[src/cspc_pkg.sv]
// Package with register layout, field positions and carrier types
// Summary of operation
// - Six switch-control bits, one per channel, turn each channel on (1) or off (0).
// - Bit 3 of the mode configuration register picks OR or AND combining of each input pin with its switch bit.
// - Channels 0 to 2 each have a lamp-type bit, 0 for bulb mode and 1 for LED mode.
// - Each channel's over-temperature trip switches it off and latches it off, even with the logic supply absent.
// - A latched channel resumes only after cooling by the hysteresis and a clear-thermal-latch command of 1.
// - One clear-thermal-latch command of 1 clears all channels' thermal latches together.
// - Channels 0 to 4 have dynamic temperature detectors that switch the channel off on a sudden rise.
// - A channel's error flag is set while its dynamic temperature shutdown holds it off.
// - Reading an error flag resets it unless its thermal latch is set, and it sets again at once if dynamic shutdown persists.
// - Inverse current on channels 0 to 4 clears that channel's error flag and keeps its on or off state.
// - Loss of device ground forces every channel off or keeps it off.
// - Bit 0 of the hardware command register is the clear-thermal-latch control; 1 clears all latches.
// - Each error flag is the OR of its thermal latch, latched over-load monitor and latched dynamic shutdown flag, masked by its inverse current.
// - Latched over-load indications clear each time the diagnosis word is sent.
package cspc_pkg;

  localparam int NUM_CHAN     = 6;
  localparam int NUM_DYN_CHAN = 5;
  localparam int NUM_LAMP     = 3;
  localparam int CFG_WIDTH    = 4;

  // Field positions
  localparam int CFG_COMBINE_BIT = 3;
  localparam int HWCMD_CTL_BIT   = 0;

  // Combine-select encoding
  localparam logic COMBINE_OR  = 1'b0;
  localparam logic COMBINE_AND = 1'b1;

  // Reset values
  localparam logic [NUM_CHAN-1:0]  CHAN_ON_RST = 6'h00;
  localparam logic [CFG_WIDTH-1:0] CFG_RST     = 4'h0;

  // Analog monitor inputs; dynamic and inverse-current ones for channels 0 to 4 only
  typedef struct packed {
    logic [NUM_CHAN-1:0]     overTemp;
    logic [NUM_DYN_CHAN-1:0] dynShutdown;
    logic [NUM_DYN_CHAN-1:0] inverseCurr;
    logic [NUM_CHAN-1:0]     overLoad;
  } cspc_mon_s;

  // Register write port from the serial frame engine
  typedef struct packed {
    logic                 chanWe;
    logic [NUM_CHAN-1:0]  chanData;
    logic                 cfgWe;
    logic [CFG_WIDTH-1:0] cfgData;
    logic                 hwCmdWe;
    logic [3:0]           hwCmdData;
  } cspc_wr_s;

endpackage : cspc_pkg

[src/cspc_err_flag.sv]
// Per-channel error flag with read-clear and hardware set priority
`timescale 1ns/100ps
`default_nettype none
module cspc_err_flag (
  // Clock and reset
  input  wire logic core_clk,
  input  wire logic rstn,
  // Conditions
  input  wire logic thermLatch,
  input  wire logic overLoad,
  input  wire logic dynShut,
  input  wire logic inverseCurr,
  // Diagnosis read
  input  wire logic diagRead,
  // Flag
  output logic      errFlag
);

  logic loadLatch_ff;
  logic nxt_loadLatch;
  logic dynFlag_ff;
  logic nxt_dynFlag;

  always_comb begin
    nxt_loadLatch = loadLatch_ff;
    nxt_dynFlag   = dynFlag_ff;
    if (diagRead) begin
      nxt_loadLatch = 1'b0;
      nxt_dynFlag   = 1'b0;
    end
    // Set wins over the read clear so no event is lost
    if (overLoad) begin
      nxt_loadLatch = 1'b1;
    end
    if (dynShut) begin
      nxt_dynFlag = 1'b1;
    end
    if (inverseCurr) begin
      nxt_loadLatch = 1'b0;
      nxt_dynFlag   = 1'b0;
    end
  end

  always_ff @(posedge core_clk or negedge rstn) begin
    if (!rstn) begin
      loadLatch_ff <= 1'b0;
      dynFlag_ff   <= 1'b0;
    end else begin
      loadLatch_ff <= nxt_loadLatch;
      dynFlag_ff   <= nxt_dynFlag;
    end
  end

  // Inverse current masks the thermal part of the report as well
  assign errFlag = ~inverseCurr &
                   (thermLatch | loadLatch_ff | dynFlag_ff);

endmodule : cspc_err_flag
`default_nettype wire

[src/cspc_ctrl.sv]
// Channel switch control, thermal latches and error flag reporting
`timescale 1ns/100ps
`default_nettype none
module cspc_ctrl
  import cspc_pkg::*;
#(
  parameter int NCHAN = NUM_CHAN
) (
  // Clock and reset
  input  wire logic                 core_clk,
  input  wire logic                 rstn,
  // Register writes and diagnosis read
  input  wire cspc_wr_s             regWr,
  input  wire logic                 diagRead,
  // Pins and monitors
  input  wire logic [NUM_CHAN-1:0]  channelInputPin,
  input  wire cspc_mon_s            mon,
  input  wire logic                 groundLost,
  // Register readback
  output logic [NUM_CHAN-1:0]       channelOnBits,
  output logic [CFG_WIDTH-1:0]      combineLampCfg,
  output logic [NUM_LAMP-1:0]       lampTypeSelect,
  // Status and drive
  output logic [NUM_CHAN-1:0]       thermLatched,
  output logic [NUM_CHAN-1:0]       errFlags,
  output logic [NUM_CHAN-1:0]       chanDrive
);

  // Channel count is fixed by the register layout
  if (NCHAN != NUM_CHAN) begin : g_bad_nchan
    $error("cspc_ctrl supports exactly six channels");
  end

  logic [NUM_CHAN-1:0]  chanOn_ff;
  logic [NUM_CHAN-1:0]  nxt_chanOn;
  logic [CFG_WIDTH-1:0] cfg_ff;
  logic [CFG_WIDTH-1:0] nxt_cfg;
  logic [NUM_CHAN-1:0]  therm_ff;
  logic [NUM_CHAN-1:0]  nxt_therm;
  logic [NUM_CHAN-1:0]  drive_ff;
  logic [NUM_CHAN-1:0]  nxt_drive;
  logic [NUM_CHAN-1:0]  dynFull;
  logic [NUM_CHAN-1:0]  invFull;
  logic                 clearCmd;

  // Pin and register bit combine per selected mode
  function automatic logic [NUM_CHAN-1:0] combine(
    input logic                sel,
    input logic [NUM_CHAN-1:0] pins,
    input logic [NUM_CHAN-1:0] bits
  );
    if (sel == COMBINE_AND) begin
      return pins & bits;
    end
    return pins | bits;
  endfunction : combine

  // Channel 5 has no dynamic sensor nor inverse-current report
  assign dynFull  = {1'b0, mon.dynShutdown};
  assign invFull  = {1'b0, mon.inverseCurr};
  assign clearCmd = regWr.hwCmdWe & regWr.hwCmdData[HWCMD_CTL_BIT];

  always_comb begin
    nxt_chanOn = chanOn_ff;
    nxt_cfg    = cfg_ff;
    if (regWr.chanWe) begin
      nxt_chanOn = regWr.chanData;
    end
    if (regWr.cfgWe) begin
      nxt_cfg = regWr.cfgData;
    end
  end

  always_comb begin
    nxt_therm = therm_ff;
    if (clearCmd) begin
      nxt_therm = '0;
    end
    // A channel still hot re-latches, so it resumes only once cooled
    nxt_therm = nxt_therm | mon.overTemp;
  end

  always_comb begin
    nxt_drive = combine(cfg_ff[CFG_COMBINE_BIT], channelInputPin,
                        chanOn_ff);
    nxt_drive = nxt_drive & ~therm_ff & ~mon.overTemp & ~dynFull;
    if (groundLost) begin
      nxt_drive = '0;
    end
  end

  always_ff @(posedge core_clk or negedge rstn) begin
    if (!rstn) begin
      chanOn_ff <= CHAN_ON_RST;
      cfg_ff    <= CFG_RST;
    end else begin
      chanOn_ff <= nxt_chanOn;
      cfg_ff    <= nxt_cfg;
    end
  end

  // Thermal latch would hold across logic-supply loss in silicon
  always_ff @(posedge core_clk or negedge rstn) begin
    if (!rstn) begin
      therm_ff <= '0;
      drive_ff <= '0;
    end else begin
      therm_ff <= nxt_therm;
      drive_ff <= nxt_drive;
    end
  end

  genvar gi;
  generate
    for (gi = 0; gi < NUM_CHAN; gi++) begin : g_err
      cspc_err_flag u_err (
        .core_clk    (core_clk),
        .rstn        (rstn),
        .thermLatch  (therm_ff[gi]),
        .overLoad    (mon.overLoad[gi]),
        .dynShut     (dynFull[gi]),
        .inverseCurr (invFull[gi]),
        .diagRead    (diagRead),
        .errFlag     (errFlags[gi])
      );
    end
  endgenerate

  assign channelOnBits  = chanOn_ff;
  assign combineLampCfg = cfg_ff;
  assign lampTypeSelect = cfg_ff[NUM_LAMP-1:0];
  assign thermLatched   = therm_ff;
  assign chanDrive      = drive_ff;

endmodule : cspc_ctrl
`default_nettype wire

[config.mk]
export PLATFORM = sky130hd
export DESIGN_NAME = cspc_ctrl
export DESIGN_NICKNAME = d
export VERILOG_FILES = /design/src/cspc_pkg.sv /design/src/cspc_err_flag.sv /design/src/cspc_ctrl.sv
export SDC_FILE = /design/constraint.sdc
export NUM_CORES = 1
export LEC_CHECK = 0
export ABC_AREA = 1
export BUFFER_PORTS_ARGS = -buffer_cell sky130_fd_sc_hd__buf_2
export CAP_MARGIN = 40
export CORE_MARGIN = 4
export CORE_UTILIZATION = 47
export CTS_CLUSTER_SIZE = 24
export DETAILED_ROUTE_END_ITERATION = 7
export GPL_ROUTABILITY_DRIVEN = 0
export PLACE_DENSITY = 0.95
export SYNTH_ARGS = -nofsm -noshare
export SYNTH_HDL_FRONTEND = slang
export SYNTH_SLANG_ARGS = --single-unit
export TNS_END_PERCENT = 20
[constraint.sdc]
create_clock -name core_clk -period 2.7 [get_ports core_clk]
set_input_delay 0.405 -clock core_clk [delete_from_list [all_inputs] [get_ports core_clk]]
set_output_delay 0.405 -clock core_clk [all_outputs]
set_load 0.02 [all_outputs]
==> results list, run 1 <==
- After clock tree synthesis, the clock-pin slew on the worst setup and hold paths is ~0.1 ns.
- Status: completed
- Part of the power in the clock network: between 20% and 30%
- For this run, the top clock speed supported by timing is approximately 640 MHz.
- The H-tree was split into 2 levels.
* Placed Area: between 0.0015 and 0.002 mm2
* Critical Path Source Type: flop
- For this run, the register share of the synthesized area comes to a little under three fifths.
- Max-cap violations: 0
* Synthesis-to-finish area growth: 25.4%
* Core Footprint: roughly 0.003 mm2
* Critical-path maximum fanout: 3
* Starting density of the core: between 40% and 50%
* Crit Path Class: reg2out
* Tcrit/Tclk final: 58.2%
* Total routed wirelength: roughly 3.3 mm
- Setup violations remaining at the end of the flow were counted as 0.
- In this run the vertical extent of the chip is between 60 and 70 um.
- Initial antenna violation count: 0
* Final instance count without filler cells: between 200 and 300
- Horizontal die dimension: around 64 um
- In this run the static leakage power is ~1.0 nW.
- Each instance of the synthesized netlist takes up on average 8.71 um2.
* Total number of yosys warnings: 0
* Post-route cell area: around 0.0018 mm2
* Drt via density: about 4.6
- At the end of the flow, the number of nets in the layout was between 200 and 300.
- The internal portion of the total power is between 0.7 and 0.8 mW.
- Via count of the first global-routing pass: between 1k and 1.5k
* Violation count after the first detailed-route iteration: 39
* Total Die Area: slightly above 0.004 mm2
- CTS Buf Count: 5
- IR analysis of the VDD net gives a maximum drop of between 0.0003 and 0.0004 V.
- STA classifies the critical path endpoint as a primary output.
* Buffer type at the clock tree root: sky130_fd_sc_hd__clkbuf_4
* Sum of negative setup slack: 0 ns
- 80 I/O pins were placed.
- For this block, the via count after detailed routing is between 1k and 1.5k.
- Final Power: approximately 1.0 mW
* Unrepaired setup endpoints after global routing: false
* Slew @ Worst Pin: 0.716 ns
- The floorplan has 20 rows.
* Number of iterations in the first detailed-routing pass: 4
- Setup bufs post-CTS: 0
- Worst-case headroom to the max-slew limit: 52.3%
- Worst-case setup margin in the final layout: around 1.1 ns
- Input and output buffers added on the ports amount to 76.
* Switching power of the nets: 0.297 mW
- Diodes inserted: 0
- Logic gate share of total power: 17.5%
- Number of synthesized register bits: 33
* Distinct cells, synth: 15
- Gates resized during post-CTS repair numbered 0.
- In this run the worst hold path is classified as in2async.
- Number of hold violations in the final report: 0
- CTS saw 33 sinks.
* Hold-fix buffer count after cts: 0
- After detailed routing, the number of remaining DRC violations is 0.
* Mapped Area: ~0.0015 mm2
- Data on the critical path arrives at its endpoint at between 1 and 1.5 ns.
- DPL Wire Length: approximately 2.7 mm
- The routed design could run at a clock period as short as 1.57 ns.
- Proportion of layout cells with a drive suffix above 1: between 30 and 40%
- The first global-routing pass estimated ~5.5 mm of wire.
* Sequential share of power: a little over half
* Number of standard cells after synthesis: 169
- Sw Share: between 20 and 30%
* Max-slew violations: 0
* WP data required: 2.30 ns
- After filler insertion, the fill cell instance count of the layout stands at about 290.
- After global routing the overflow that remains totals 0.
- Tot GR Track Use: a little under a fifth
* Number of buffers between clock root and the deepest sink: 2
- At the later pin of the worst-skew pair, clock insertion delay measures between 0.3 and 0.4 ns.
- Power spread over the standard cell area amounts to 565 mW/mm2.
- Post-synth net total: around 220
- TritonCTS built the clock tree.
- Setup slack after placement: around 1.5 ns
* Pin count of the biggest net entering global routing: 34
- The detail route stage leaves a number of antenna-violating nets equal to 0.
- Placed Cells: about 270
- Across the routed clock network, the largest skew measured is 0.00480 ns.
- Dividing the detail-routed wire length by the instance count gives between 10 and 15 um.
==> layout make-up <==
type / instances / area, um2 / share of cell area [%]
Clock buffer: 7 / 65.1 / 3.52
Clock inverter: 1 / 5.00 / 0.271
Inverter: 19 / 71.3 / 3.86
Multi-Input combinational cell: 100 / 444 / 24.1
Sequential cell: 33 / 826 / 44.7
Tap cell: 44 / 55.1 / 2.98
Timing Repair Buffer: 76 / 380 / 20.6
==> flip-flops by register name, indices dropped and copies added, names as in the netlist <==
register,count
chanDrive,6
g_err.u_err.dynFlag_ff,5
g_err.u_err.loadLatch_ff,6
thermLatched,6
combineLampCfg,4
channelOnBits,6
==> cell usage in the layout (no fill, tap or decap), drive strengths merged <==
master / instances
or2: 1
buf: 76
nand2: 27
clkbuf: 7
o21bai: 5
o21ai: 15
clkinv: 1
a21oi: 16
nor2: 34
dfrtp: 33
inv: 19
nand3: 1
a21o: 1
==> synth_stat cells (all sizes together) <==
master,n,area (um2)
nor2,34,128
dfrtp,33,826
or2,1,6.26
buf,17,131
a21oi,16,83.8
inv,19,71.3
o21ai,15,75.1
nand2,27,101
o21bai,5,37.5
a21o,1,7.51
nand3,1,5.00
==> per-layer routing <==
| metal | wire, um | GRT usage (%) | vias to the layer above |
|---|---|---|---|
| met5 | 0 | 0 | - |
| met4 | 44 | 5.66 | 0 |
| met3 | 289 | 7.21 | 6 |
| met2 | 1710 | 31.4 | 50 |
| met1 | 1300 | 19.9 | 587 |
| li1 | - | - | 645 |
==> power by group through the flow <==
stage	combinational [mW]	clock [mW]	sequential, mW
finish	0.182	0.312	0.549
global route	0.205	0.350	0.555
CTS	0.185	0.320	0.550
detailed placement	0.185	0	0.560
global placement	0.180	0	0.558
floorplan	0.100	0	0.572
==> stage by stage <==
step | utilization, % | hold WS [ns]
final | 61.0 | 0.117
after CTS | 61.0 | 0.137
after global placement | 58.7 | 0.455
after floorplan | - | 0.109
after global routing | 61.0 | 0.163
after detailed placement | 58.7 | 0.472
==> final timing paths <==
check                                                  from                          end  slack [ns]  cells past startpoint
worst min register to register  g_err[5].u_err.loadLatch_ff  g_err[5].u_err.loadLatch_ff        0.49                      1
worst min-delay path                                   rstn                 chanDrive[0]        0.12                      1
worst max-delay path                        thermLatched[5]                  errFlags[5]        1.13                      2
min in group core_clk                               mon[10]  g_err[4].u_err.loadLatch_ff        0.25                      2
max in group asynchronous                              rstn             channelOnBits[5]        2.12                      1
worst max register to register            combineLampCfg[3]                 chanDrive[5]        1.83                      3
==> critical path, stage by stage, from the launching register on <==
cell                      delay [ns]
sky130_fd_sc_hd__dfrtp_1        0.40
sky130_fd_sc_hd__or2_2          0.29
sky130_fd_sc_hd__buf_2          0.16
==> cell families after synthesis <==
kind of cell           after synthesis  synth area share (%)
and+or+nand+nor                     63                  16.3
DFF                                 33                  56.1
buffers and inverters               36                  13.8
AOI/OAI and AO/OA                   37                  13.8
Power figures use the tool's default switching activity.
==> run 2: changes to the inputs <==
--- a/config.mk
+++ b/config.mk
@@ -9,11 +9,11 @@
 export BUFFER_PORTS_ARGS = -buffer_cell sky130_fd_sc_hd__buf_2
 export CAP_MARGIN = 40
 export CORE_MARGIN = 4
-export CORE_UTILIZATION = 47
+export CORE_UTILIZATION = 39
 export CTS_CLUSTER_SIZE = 24
 export DETAILED_ROUTE_END_ITERATION = 7
 export GPL_ROUTABILITY_DRIVEN = 0
-export PLACE_DENSITY = 0.95
+export PLACE_DENSITY = 0.85
 export SYNTH_ARGS = -nofsm -noshare
 export SYNTH_HDL_FRONTEND = slang
 export SYNTH_SLANG_ARGS = --single-unit
==> constraint.sdc (replaced) <==
create_clock -name core_clk -period 1.4 [get_ports core_clk]
set_input_delay 0.21 -clock core_clk [delete_from_list [all_inputs] [get_ports core_clk]]
set_output_delay 0.21 -clock core_clk [all_outputs]
set_load 0.02 [all_outputs]
==> run 2 against run 1 <==
Net effect: clock skew barely moved; wire length fell by 0.81%; combinational power rose by 96%; flip-flop and latch count did not move; total power rose by 110%; largest cell class unchanged; highest routed layer unchanged.
==> results list, run 2 (synthesized netlist as in run 1, its figures left out) <==
- Final setup violation count: 0 (unchanged)
* Vias post-DR: 1275 (-1.0%)
- Total number of placement rows: 22 (+10%)
* Setup bufs post-CTS: 0 (unchanged)
* Unrepaired setup endpoints after global routing: false
- HP Class: in2reg
- The area growth from synthesis to layout is 29.6%.
- Layout net count: 287 (+1.1%)
* Commonest non-fill, non-tap cells in the layout: sky130_fd_sc_hd__buf_2 (76), sky130_fd_sc_hd__nor2_1 (34), sky130_fd_sc_hd__dfrtp_1 (33)
* Standard cell with the maximum stage delay on the critical path: sky130_fd_sc_hd__dfrtp_1
* First-pass GRT wire length: 5.49 mm (-0.63%)
* Part of the power in the clock network: 35.6% (+5.7 points)
* Reg2Reg Launch Point: combineLampCfg[3]
- The clock-pin transition on the worst setup and hold timing paths is 0.06 ns (-0.04 ns).
- R2r setup slk: 0.51 ns (-1.32 ns)
- The cell total after placement was 278 (+2.2%).
- Proportion of layout cells with a drive suffix above 1: 37.2% (+0.37 points)
- Via count of the first global-routing pass: 1213 (-3.0%)
- The switching part of the total power came to 27.3% (-1.2 points).
- The number of optimization iterations in the first detailed-route pass is 4 (unchanged).
* Final instance count without filler cells: 287 (+2.5%)
* Logic gate share of total power: 16.2% (-1.3 points)
- Switching power of the nets: 0.600 mW (+100%)
* Worst-case headroom to the max-slew limit: 61.0% (+8.7 points)
* Cell-internal power: 1.60 mW (+110%)
- Sequential share of power: 48.2% (-4.5 points)
- The initial core utilization came to 40.2% (-8.4 points).
* Violation count after the first detailed-route iteration: 29 (-26%)
- The power density over the cells is 1150 mW/mm2 (+100%).
- Capture point of the worst reg-to-reg path: chanDrive[5]
* Count of boundary I/O pins: 80 (unchanged)
* Total routed wirelength: 3.31 mm (-0.81%)
- STA classifies the critical path endpoint as a primary output.
* Average routed wire per standard cell: 11.5 um (-3.2%)
- Die outline height: 69.5 um (+8.6%)
- The clock latency reported for the late side of the worst-skew pair came to 0.28 ns (-0.05 ns).
* Critical Path Source Type: flop
- Endpoint of the most critical setup path: errFlags[5]
- The TritonCTS sink count came to 33 (unchanged).
- The routed design could run at a clock period as short as 1.33 ns.
- Leakage: 1.07 nW (+2.6%)
* Number of buffers between clock root and the deepest sink: 2 (unchanged)
- The aggregate negative setup slack came to 0 ns (unchanged).
- The clock skew was 0.00445 ns (-0.000347 ns).
- The worst reg2reg path depth is 3 (unchanged).
- The pin slew with the least headroom to its limit was 0.585 ns (-0.131 ns).
* Final Power: 2.20 mW (+110%)
* Tot GR Track Use: 14.7% (-3.3 points)
- The flow ran to the end, and the final reports show no timing, DRC or antenna violations.
- Count of nets left with antenna violations after detail routing: 0 (unchanged)
- The count of filler cells inserted in the layout came to 374 (+29%).
- Number of hold violations in the final report: 0 (unchanged)
- The cell sitting at the root of the clock tree is a sky130_fd_sc_hd__clkbuf_8.
* Max-cap violations: 0 (unchanged)
* FMAX: about 750 MHz
- Dividing the final minimum period by the clock period gives a little over nine tenths.
- The combined flip-flop and latch cell area came to 826 um2 (unchanged).
* Number of cells on the critical path: 2 (unchanged)
* Crit path DAT: 1.12 ns (-0.05 ns)
- Diodes inserted: 0 (unchanged)
- The most critical setup path has its startpoint at thermLatched[5].
* Pin count of the biggest net entering global routing: 27 (-21%)
- Port bufs: 76 (unchanged)
* Core Footprint: 0.00366 mm2 (+21%)
- The average via count per standard cell came to 4.44 (-3.4%).
- Walking the worst path, the cells encountered are or2_2, buf_2.
- Commonest non-fill, non-tap cell in the layout: sky130_fd_sc_hd__buf_2
- The peak fanout along the critical path is 3 (unchanged).
* Total number of H-tree levels: 2 (unchanged)
- Area used by multi-input combinational logic: 444 um2 (unchanged)
- The max-slew violation count was 0 (unchanged).
- The number of DRC violations after detailed routing was 0 (unchanged).
* Total Die Area: 0.00482 mm2 (+18%)
- The HPWL after detailed placement came to 2.66 mm (about the same).
- The overall overflow remaining after global route is 0 (unchanged).
- The critical path is of the reg2out type.
* Initial antenna violation count: 0 (unchanged)
* CTS Buf Count: 5 (unchanged)
- The maximum vdd ir drop was 0.000455 V (+21%).
- Horizontal die dimension: 69.5 um (+8.6%)
- WP data required: 1.19 ns (-1.11 ns)
- The largest incremental delay on the critical path was 0.39 ns (about the same).
* CTS tree: built
* Kind of cell with the highest combined delay on the critical path: flip-flops
- The count of buffer and inverter cells on the critical path was 1 (unchanged).
## run 2: cell types whose count changed in the layout (fill, tap and decap cells not counted)
cell / before / now
sky130_fd_sc_hd__clkbuf_4: 5 / 0
sky130_fd_sc_hd__dlygate4sd3_1: 0 / 1
sky130_fd_sc_hd__buf_4: 0 / 2
sky130_fd_sc_hd__clkbuf_8: 2 / 7
## run 2: how the worst min path moves through the flow
| stage | startpoint | to | slack [ns] | cells past startpoint |
|---|---|---|---|---|
| detailed placement | rstn | thermLatched[4] | 0.24 | 1 |
| finish | mon[8] | g_err[2].u_err.loadLatch_ff | 0.10 | 2 |
| global route | mon[8] | g_err[2].u_err.loadLatch_ff | 0.1 | 2 |
| global placement | rstn | thermLatched[4] | 0.23 | 1 |
| CTS | mon[6] | g_err[0].u_err.dynFlag_ff | 0.09 | 2 |
| floorplan | rstn | chanDrive[0] | -0.09 | 0 |
## run 2: worst reg2reg max path: stages, from the launching register on
cell,delay (ns)
sky130_fd_sc_hd__dfrtp_1,0.54
sky130_fd_sc_hd__inv_2,0.07
sky130_fd_sc_hd__a21oi_2,0.12
sky130_fd_sc_hd__nor2_1,0.06
## run 2: metal layers
metal / global-route usage, % / wire length [um]
met2: 23.6 / 1660
met4: 7.81 / 55
met5: 0 / 0
met3: 4.20 / 252
met1: 17.7 / 1340
## run 2: repair_timing
| item | CTS | global route |
|---|---|---|
| resized for setup | 0 | 0 |
| hold buffers | 1 | 0 |
| hold endpoints to repair | 24 | 0 |
| endpoints found under the setup margin | 0 | 0 |
## run 2: per-stage QoR
step,setup WS (ns),hold slack [ns],util (%),cell area [um2]
detailed placement,0.369,0.240,49.1,1800
global placement,0.383,0.233,49.1,1800
CTS,0.0540,0.0939,52.1,1910
floorplan,0.393,-0.0856,-,1470
finish,0.0716,0.102,52.1,1910
global route,0.0282,0.0990,52.1,1910
## run 2: area by class of cell
cell class,count,area share (%)
flip-flops and latches,33,43.3
multi-input cells,100,23.3
repair buffers,79,21.2
clock buffers,7,5.05
inverters,19,3.74
well taps,48,3.15
clock inverters,1,0.262
## run 2: power by group through the flow
stage               sequential [mW]  clock [mW]  combinational [mW]
detailed placement             1.08           0               0.361
finish                         1.06       0.782               0.356
global placement               1.08           0               0.353
global route                   1.07       0.833               0.401
floorplan                      1.10           0               0.194
CTS                            1.06       0.802               0.364
